File: src/hdl/osc_select_params.svh
`ifndef OSC_SELECT_PARAMS_SVH
`define OSC_SELECT_PARAMS_SVH

// Register byte offsets
`define OFS_OSC_CONTROL       8'h00
`define OFS_CLOCK_DIVISOR     8'h04
`define OFS_PLL_FEEDBACK      8'h08
`define OFS_RC_TUNING         8'h0C

// Oscillator control fields
`define CUR_SRC_LSB           12
`define NEXT_SRC_LSB          8
`define FREEZE_BIT            7
`define REMAP_FREEZE_BIT      6
`define SETTLED_BIT           5
`define FAIL_BIT              3
`define LP_OSC_EN_BIT         1
`define SWITCH_REQ_BIT        0

// Clock divisor fields
`define RESTORE_BIT           15
`define REDUCTION_LSB         12
`define REDUCTION_EN_BIT      11
`define RC_POST_LSB           8
`define VCO_POST_LSB          6
`define VCO_PRE_LSB           0

// Reset values
`define RST_CLOCK_DIVISOR     16'h3040
`define RST_PLL_FEEDBACK      9'h030
`define RST_RC_TUNING         6'h00

// Switch timing, counted in edges of the new clock, and PLL feedback offset
`define NEW_CLK_SETTLE_EDGES  4'hA
`define PLL_OFFSET            10'h002

`endif

File: src/hdl/osc_select_pkg.sv
package osc_select_pkg;

  typedef enum logic [1:0] {
    SW_IDLE  = 2'b00,
    SW_READY = 2'b01,
    SW_COUNT = 2'b10
  } switch_state_e;

  // Configuration settings, static after power-on
  typedef struct packed {
    logic [2:0] initialSource;
    logic [1:0] switchMonitor;
    logic [1:0] primarySubmode;
  } config_s;

  // Divider settings handed to the clock tree
  typedef struct packed {
    logic [3:0] rcDivExp;
    logic [1:0] vcoPostExp;
    logic [5:0] vcoPreDiv;
    logic [9:0] feedbackMult;
    logic [5:0] rcTrim;
    logic [2:0] periphRatioExp;
  } divider_s;

endpackage

File: src/hdl/osc_select_regs.sv
// The register offsets and register access over Wishbone are this design's own decisions.
`timescale 1ns/1ns
`include "osc_select_params.svh"

module osc_select_regs (
  // Clock and reset
  input  wire logic                     clk,
  input  wire logic                     rst_n,
  // Wishbone slave
  input  wire logic                     wb_cyc_i,
  input  wire logic                     wb_stb_i,
  input  wire logic                     wb_we_i,
  input  wire logic [7:0]               wb_adr_i,
  input  wire logic [3:0]               wb_sel_i,
  input  wire logic [31:0]              wb_dat_i,
  output logic      [31:0]              wb_dat_o,
  output logic                          wb_ack_o,
  // Configuration settings and processor events
  input  wire osc_select_pkg::config_s  cfg,
  input  wire logic                     interruptEvent,
  // Oscillator pins and monitors, asynchronous
  input  wire logic [7:0]               srcReady,
  input  wire logic                     pllLock,
  input  wire logic                     clockFail,
  input  wire logic                     newSrcClk,
  // Clock tree controls
  output logic [2:0]                    clkSel,
  output logic [2:0]                    startSel,
  output logic                          startReq,
  output logic                          secondaryOscEn,
  output logic                          pinRemapFreeze,
  output logic [1:0]                    primarySubmode,
  output osc_select_pkg::divider_s      dividers
);

  // Synchroniser: bit 0 new clock, 1 fail, 2 lock, 10:3 ready
  logic [10:0] syncA;
  logic [10:0] syncB;
  logic [10:0] syncC;
  logic [10:0] syncQ;
  wire  [10:0] syncIn = {srcReady, pllLock, clockFail, newSrcClk};
  wire  [10:0] syncAgree = ~(syncB ^ syncC);
  // Output moves only once the last two stages agree
  wire  [10:0] next_syncQ = (syncB & syncAgree) | (syncQ & ~syncAgree);

  always_ff @(posedge clk or negedge rst_n)
  begin
    if (!rst_n)
    begin
      syncA <= 11'h000;
      syncB <= 11'h000;
      syncC <= 11'h000;
      syncQ <= 11'h000;
    end
    else
    begin
      syncA <= syncIn;
      syncB <= syncA;
      syncC <= syncB;
      syncQ <= next_syncQ;
    end
  end

  wire       newClkQ  = syncQ[0];
  wire       failQ    = syncQ[1];
  wire       lockQ    = syncQ[2];
  wire [7:0] readyQ   = syncQ[10:3];
  logic      newClkPrev;
  logic      failPrev;
  wire       newClkEdge = newClkQ & ~newClkPrev;
  wire       failEvent  = failQ & ~failPrev;

  // Register state
  logic                          loaded;
  logic [2:0]                    curSrc;
  logic [2:0]                    nextSrc;
  logic [2:0]                    target;
  logic                          freeze;
  logic                          settled;
  logic                          failFlag;
  logic                          switchReq;
  logic [15:0]                   clockDivisor;
  logic [8:0]                    feedback;
  logic [5:0]                    trim;
  logic [3:0]                    edgeCount;
  osc_select_pkg::switch_state_e state;

  // Bus decode
  wire        access   = wb_cyc_i & wb_stb_i & ~wb_ack_o;
  wire        wrEn     = access & wb_we_i;
  wire        wrLo     = wrEn & wb_sel_i[0];
  wire        wrHi     = wrEn & wb_sel_i[1];
  wire        hitCtl   = wb_adr_i == `OFS_OSC_CONTROL;
  wire        hitDiv   = wb_adr_i == `OFS_CLOCK_DIVISOR;
  wire        hitFbd   = wb_adr_i == `OFS_PLL_FEEDBACK;
  wire        hitTun   = wb_adr_i == `OFS_RC_TUNING;
  wire [15:0] wd       = wb_dat_i[15:0];

  // Switching permission from configuration
  // A frozen request stays pending, it is never dropped
  wire switchEnabled = ~cfg.switchMonitor[1];
  wire freezeApplies = cfg.switchMonitor == 2'b01;
  wire switchAllowed = switchEnabled & ~(freezeApplies & freeze);
  wire reqWrite = wrLo & hitCtl & wd[`SWITCH_REQ_BIT];
  wire usesPll = (target == 3'h1) | (target == 3'h3);

  // Switch sequencer decisions
  wire startReqd = (state == osc_select_pkg::SW_IDLE) & switchReq & switchAllowed;
  wire redundant = startReqd & (curSrc == nextSrc);
  wire validStart = startReqd & ~redundant;
  wire srcGood = readyQ[target] & (~usesPll | lockQ);
  wire lastEdge = newClkEdge & (edgeCount == `NEW_CLK_SETTLE_EDGES - 4'h1);
  wire switchDone = (state == osc_select_pkg::SW_COUNT) & lastEdge;

  always_ff @(posedge clk or negedge rst_n)
  begin
    if (!rst_n)
      state <= osc_select_pkg::SW_IDLE;
    else
    begin
      unique case (state)
        osc_select_pkg::SW_IDLE:
          if (validStart)
            state <= osc_select_pkg::SW_READY;
        osc_select_pkg::SW_READY:
          if (srcGood)
            state <= osc_select_pkg::SW_COUNT;
        osc_select_pkg::SW_COUNT:
          if (switchDone)
            state <= osc_select_pkg::SW_IDLE;
        default:
          state <= osc_select_pkg::SW_IDLE;
      endcase
    end
  end

  // Edges of the new clock counted only once it is ready
  always_ff @(posedge clk or negedge rst_n)
  begin
    if (!rst_n)
    begin
      edgeCount  <= 4'h0;
      newClkPrev <= 1'b0;
      failPrev   <= 1'b0;
    end
    else
    begin
      newClkPrev <= newClkQ;
      failPrev   <= failQ;
      if (state != osc_select_pkg::SW_COUNT)
        edgeCount <= 4'h0;
      else if (newClkEdge)
        edgeCount <= edgeCount + 4'h1;
    end
  end

  // Source selection; straps taken on the first edge after reset
  always_ff @(posedge clk or negedge rst_n)
  begin
    if (!rst_n)
    begin
      loaded         <= 1'b0;
      curSrc         <= 3'h0;
      nextSrc        <= 3'h0;
      target         <= 3'h0;
      clkSel         <= 3'h0;
      primarySubmode <= 2'h0;
    end
    else if (!loaded)
    begin
      loaded         <= 1'b1;
      curSrc         <= cfg.initialSource;
      nextSrc        <= cfg.initialSource;
      target         <= cfg.initialSource;
      clkSel         <= cfg.initialSource;
      primarySubmode <= cfg.primarySubmode;
    end
    else
    begin
      if (wrHi && hitCtl)
        nextSrc <= wd[`NEXT_SRC_LSB +: 3];
      if (validStart)
        target <= nextSrc;
      if (switchDone)
      begin
        curSrc <= target;
        clkSel <= target;
      end
    end
  end

  // Oscillator start request toward the clock tree
  always_ff @(posedge clk or negedge rst_n)
  begin
    if (!rst_n)
    begin
      startReq <= 1'b0;
      startSel <= 3'h0;
    end
    else
    begin
      if (validStart)
      begin
        startReq <= 1'b1;
        startSel <= nextSrc;
      end
      else if (switchDone)
        startReq <= 1'b0;
    end
  end

  // Request bit: a new write beats the completion clear
  always_ff @(posedge clk or negedge rst_n)
  begin
    if (!rst_n)
      switchReq <= 1'b0;
    else if (!switchEnabled)
      switchReq <= 1'b0;
    else if (reqWrite)
      switchReq <= 1'b1;
    else if (redundant || switchDone)
      switchReq <= 1'b0;
  end

  // Status flags
  always_ff @(posedge clk or negedge rst_n)
  begin
    if (!rst_n)
    begin
      settled  <= 1'b0;
      failFlag <= 1'b0;
    end
    else
    begin
      settled <= lockQ & ~validStart;
      // Monitor set wins over a same-cycle clear
      if (failEvent)
        failFlag <= 1'b1;
      else if (validStart)
        failFlag <= 1'b0;
      else if (wrLo && hitCtl && !wd[`FAIL_BIT])
        failFlag <= 1'b0;
    end
  end

  // Control bits of the oscillator register
  always_ff @(posedge clk or negedge rst_n)
  begin
    if (!rst_n)
    begin
      freeze         <= 1'b0;
      pinRemapFreeze <= 1'b0;
      secondaryOscEn <= 1'b0;
    end
    else if (wrLo && hitCtl)
    begin
      freeze         <= freeze | wd[`FREEZE_BIT];
      pinRemapFreeze <= wd[`REMAP_FREEZE_BIT];
      secondaryOscEn <= wd[`LP_OSC_EN_BIT];
    end
  end

  // Divisor, feedback and trim registers
  wire irqRestore = interruptEvent & clockDivisor[`RESTORE_BIT];

  always_ff @(posedge clk or negedge rst_n)
  begin
    if (!rst_n)
    begin
      clockDivisor <= `RST_CLOCK_DIVISOR;
      feedback     <= `RST_PLL_FEEDBACK;
      trim         <= `RST_RC_TUNING;
    end
    else
    begin
      if (wrLo && hitDiv)
        clockDivisor[7:0] <= wd[7:0] & 8'hDF;
      if (wrHi && hitDiv)
        clockDivisor[15:8] <= wd[15:8];
      // Last, so the interrupt beats a same-cycle write
      if (irqRestore)
        clockDivisor[`REDUCTION_EN_BIT] <= 1'b0;
      if (wrLo && hitFbd)
        feedback[7:0] <= wd[7:0];
      if (wrHi && hitFbd)
        feedback[8] <= wd[8];
      if (wrLo && hitTun)
        trim <= wd[5:0];
    end
  end

  // Decoded divider settings for the clock tree
  wire [2:0] rcCode   = clockDivisor[`RC_POST_LSB +: 3];
  wire [1:0] postCode = clockDivisor[`VCO_POST_LSB +: 2];
  wire [4:0] preCode  = clockDivisor[`VCO_PRE_LSB +: 5];
  wire [2:0] reduce   = clockDivisor[`REDUCTION_LSB +: 3];
  wire       reduceOn = clockDivisor[`REDUCTION_EN_BIT];
  // Reserved post code holds the previous divide, never a bogus one
  wire [1:0] next_post = (postCode == 2'b00) ? 2'h1 :
                         (postCode == 2'b01) ? 2'h2 :
                         (postCode == 2'b11) ? 2'h3 : dividers.vcoPostExp;
  osc_select_pkg::divider_s next_div;

  assign next_div.rcDivExp = (rcCode == 3'h7) ? 4'h8 : {1'b0, rcCode};
  assign next_div.vcoPostExp = next_post;
  assign next_div.vcoPreDiv = {1'b0, preCode} + 6'h02;
  assign next_div.feedbackMult = {1'b0, feedback} + `PLL_OFFSET;
  assign next_div.rcTrim = trim;
  assign next_div.periphRatioExp = reduceOn ? reduce : 3'h0;

  always_ff @(posedge clk or negedge rst_n)
  begin
    if (!rst_n)
      dividers <= '{rcDivExp: 4'h0, vcoPostExp: 2'h2, vcoPreDiv: 6'h02,
                    feedbackMult: 10'h032, rcTrim: 6'h00, periphRatioExp: 3'h0};
    else
      dividers <= next_div;
  end

  // Read mux; unimplemented bits and unmapped addresses read zero
  wire [15:0] ctlRead = {1'b0, curSrc, 1'b0, nextSrc, freeze, pinRemapFreeze,
                         settled, 1'b0, failFlag, 1'b0, secondaryOscEn,
                         switchReq};
  wire [15:0] rdSel = hitCtl ? ctlRead :
                      hitDiv ? clockDivisor :
                      hitFbd ? {7'h00, feedback} :
                      hitTun ? {10'h000, trim} : 16'h0000;

  always_ff @(posedge clk or negedge rst_n)
  begin
    if (!rst_n)
    begin
      wb_ack_o <= 1'b0;
      wb_dat_o <= 32'h0000_0000;
    end
    else
    begin
      wb_ack_o <= access;
      wb_dat_o <= access ? {16'h0000, rdSel} : 32'h0000_0000;
    end
  end

endmodule

File: config.mk
export PLATFORM = sky130hd
export DESIGN_NAME = osc_select_regs
export DESIGN_NICKNAME = d
export VERILOG_FILES = /design/src/hdl/osc_select_pkg.sv /design/src/hdl/osc_select_regs.sv
export VERILOG_INCLUDE_DIRS = /design/src /design/src/hdl
export SDC_FILE = /design/constraint.sdc
export NUM_CORES = 1
export LEC_CHECK = 0
export BUFFER_PORTS_ARGS = -buffer_cell sky130_fd_sc_hd__buf_2
export CORE_ASPECT_RATIO = 0.9
export CORE_UTILIZATION = 25
export CTS_CLUSTER_SIZE = 10
export DETAILED_ROUTE_END_ITERATION = 12
export GPL_TIMING_DRIVEN = 0
export SETUP_SLACK_MARGIN = 0.1
export SLEW_MARGIN = 20
export SYNTH_ARGS = -nofsm -noshare
export SYNTH_HDL_FRONTEND = slang
export SYNTH_SLANG_ARGS = --single-unit
File: constraint.sdc
create_clock -name clk -period 2.2 [get_ports clk]
set_input_delay 0 -clock clk [delete_from_list [all_inputs] [get_ports clk]]
set_output_delay 0 -clock clk [all_outputs]
set_load 0.005 [all_outputs]
==> impl_metrics.tcl <==
set metrics [dict create \
    worst_clock_skew_ns 0.00702 \
    netlist-cell-type-count 50 \
    internal_power_component_mw 4.63 \
    timing.hold.worst.class "in -> reg" \
    seq_power_share_pct 48.0 \
    post-route-period-util_pct 94.8 \
    timing.setup.critical_path_class "reg -> reg" \
    critical_path_peak_fanout 4 \
    design.core.area_um2 22400 \
    synth_top_flop_cell "dfrtp_1" \
    cp-start-kind "flop" \
    first_pass_grt_wire_length_um 20900 \
    power.density_nw_per_um2 792 \
    clock_buffer_count_from_cts 17 \
    total_leakage_power_nw 3.82 \
    clkSinkCount 152 \
    ios 143 \
    dr.first_iter.drc_count 216 \
    critical_path_required_ns 2.51 \
    average_cell_area_after_synthesis_um2 13.8 \
    die-width_um 161 \
    hold_start "cfg[2]" \
    yosys.area.top_type "dfrtp_1" \
    switching_share_pct 25.3 \
    finalHoldViolations 0 \
    detail_route.first_pass.iterations 4 \
    dieHeight_um 146 \
    synth_edf_count 0 \
    clkPwrFrac_pct 45.5 \
    finalPower_mw 6.20 \
    cts-root-buf "clkbuf_16" \
    yosysTopAreaCellShare_pct 62.1 \
    timing.setup.tns_ns 0 \
    tritoncts "yes" \
    crit_arrival_ns 2.39 \
    synth_seq_area_share_pct 66.7 \
    all_layer_global_routing_usage_pct 11.8 \
    viasPerCell 4.10 \
    grt_max_degree 84 \
    grt_overflow_total 0 \
    grt_pass1_vias 3797 \
    dpl.cell_count 834 \
    dpl.hpwl_um 9100 \
    relSlewSlack_pct 38.1 \
    drive_above_1_share_pct 36.4 \
    dieArea_um2 23500 \
    netlist_instances 414 \
    max_cap_viol_count 0 \
    dr_total_vias 3743 \
    startpoint_of_the_lowest_slack_register_to_register_path "wb_ack_o" \
    finalWeightedCongestion 0.752 \
    hold_ws_ns 0.0553 \
    power.net_switching_mw 1.57 \
    rsz0062_at_grt "true" \
    effective_utilization_at_floorplan_pct 25.5 \
    async_flop_share_pct 100 \
    worst_pin_slew_ns 0.904 \
    yosys-top-cells-count "142 x dfrtp_1, 31 x mux2_2, 26 x nor2_1" \
    cts_max_path_buffers 2 \
    wire_per_inst_um 14.5 \
    port_buffers 107 \
    timing_max_transition_violations_final 0 \
    min_period_ns 2.09 \
    relative_area_change_from_synthesis_to_final_layout_pct 36.7 \
    ys_warn_count 0 \
    synth_area_leaders "dfrtp_1 62%, mux2_2 6.1%, dfstp_2 4.6%, mux2i_1 2.3%, buf_4 2.1%" \
    antenna_violating_nets_post_route 0 \
    maxClockFrequency_mhz 479 \
    worstSkewPairLatency_ns 0.42 \
    final_setup_violations 0 \
    power.share.combinational_pct 6.5 \
    critPathLaunch "wb_ack_o" \
    synthMostInstantiatedCell "dfrtp_1" \
    clk_pin_slew_worst_paths_ns 0.07 \
    layout.nets 672 \
    cts_htree_levels 4 \
    wl_um 13200 \
    finalNonFillerCells 912 \
    synth_area_um2 5720 \
    drc 0 \
    cp-end-kind "flop" \
    worst_ir_drop_on_vdd_v 0.000399 \
    initial_antenna_violation_count 1 \
    outcome "complete, no violations" \
    placement_rows 52 \
    ff_latch_count_synth 152 \
]
[metal layers]
metal  routed length, um  track usage [%]  up-vias
li1                    -                -     1811
met4                 160             4.43        0
met2                6070             17.5       97
met3                 755             3.68       10
met5                   0                0        -
met1                6260             15.9     1825
[area by class of cell]
cell class,count,area [um^2]
repair buffers,152,1020
fillers,2214,14600
inverters,7,26.3
multi-input cells,244,1840
plain buffers,26,176
well taps,297,372
clock inverters,13,129
clock buffers,19,443
flip-flops and latches,152,3820
diodes,2,5.00
[flip-flops by register name, indices dropped and copies added (netlist names), 2 cells and up, named ones only]
name,flops
trim,6
feedback,9
target,3
syncB,11
nextSrc,3
clockDivisor,15
primarySubmode,2
curSrc,3
state,2
syncA,11
syncC,11
startSel,3
edgeCount,4
wb_dat_o,16
dividers,31
[per-stage QoR]
| step | instance area (um^2) | util, % | setup slack [ns] |
|---|---|---|---|
| 5_1_grt | 7820 | 34.8 | -0.000590 |
| 6_report | 7820 | 34.9 | 0.114 |
| 4_1_cts | 7790 | 34.7 | 0.0571 |
| 3_5_place_dp | 6730 | 30.0 | -0.616 |
| 2_1_floorplan | 5790 | - | 0.0183 |
| 3_3_place_gp | 6690 | 29.8 | -1.17 |
[power groups by stage]
stage	Clock [mW]	Combinational, mW	Sequential [mW]
floorplan	0	0.182	3.00
global route	3.05	0.455	2.99
global placement	0	0.339	3.03
CTS	2.92	0.408	2.98
detailed placement	0	0.350	3.03
finish	2.82	0.404	2.97
[repair_timing]
action	CTS	global route
setup endpoints to repair	37	24
hold buffers	36	0
resized for setup	17	3
pin swaps	3	1
buffers inserted	7	1
endpoints found under the hold margin	125	0
[cell families after synthesis]
family / count (synthesis) / share of synthesized area, %
flops: 152 / 66.7
other cells: 2 / 0.131
xor+xnor: 14 / 2.14
mux: 46 / 8.90
compound gates: 52 / 6.17
fa+ha+maj: 15 / 2.80
buf+inv: 33 / 3.37
simple gates: 100 / 9.82
[cell usage in the layout, fill, tap and decap left out, types with 7 or more instances in the layout]
cell type	instances
dfrtp_1	142
buf_2	106
dlygate4sd3_1	36
nor2_1	26
mux2_2	20
buf_4	20
nand2_1	17
conb_1	17
clkbuf_16	17
a21oi_1	14
mux2i_1	13
mux2_4	13
maj3_1	11
nand3_1	10
dfstp_2	10
clkbuf_1	9
o21ai_0	9
xnor2_1	8
inv_1	7
nand2b_1	7
[critical path: stages, from the launching register on]
cell and delay [ns]:
dfrtp_1 0.37, nand3b_1 0.23, or4_4 0.51, buf_8 0.16, nor3_4 0.22, buf_6 0.17, mux2_4 0.30
[final timing paths]
path	end	slack, ns	cells past startpoint
min	startSel[0]	0.06	4
max	clockDivisor[4]	0.11	6
max reg2reg	clockDivisor[4]	0.11	6
min in group asynchronous	syncA[10]	0.12	2
min reg2reg	syncB[7]	0.35	0
max in group asynchronous	feedback[5]	1.26	3
Note: power is estimated with default switching activity, not from simulation.
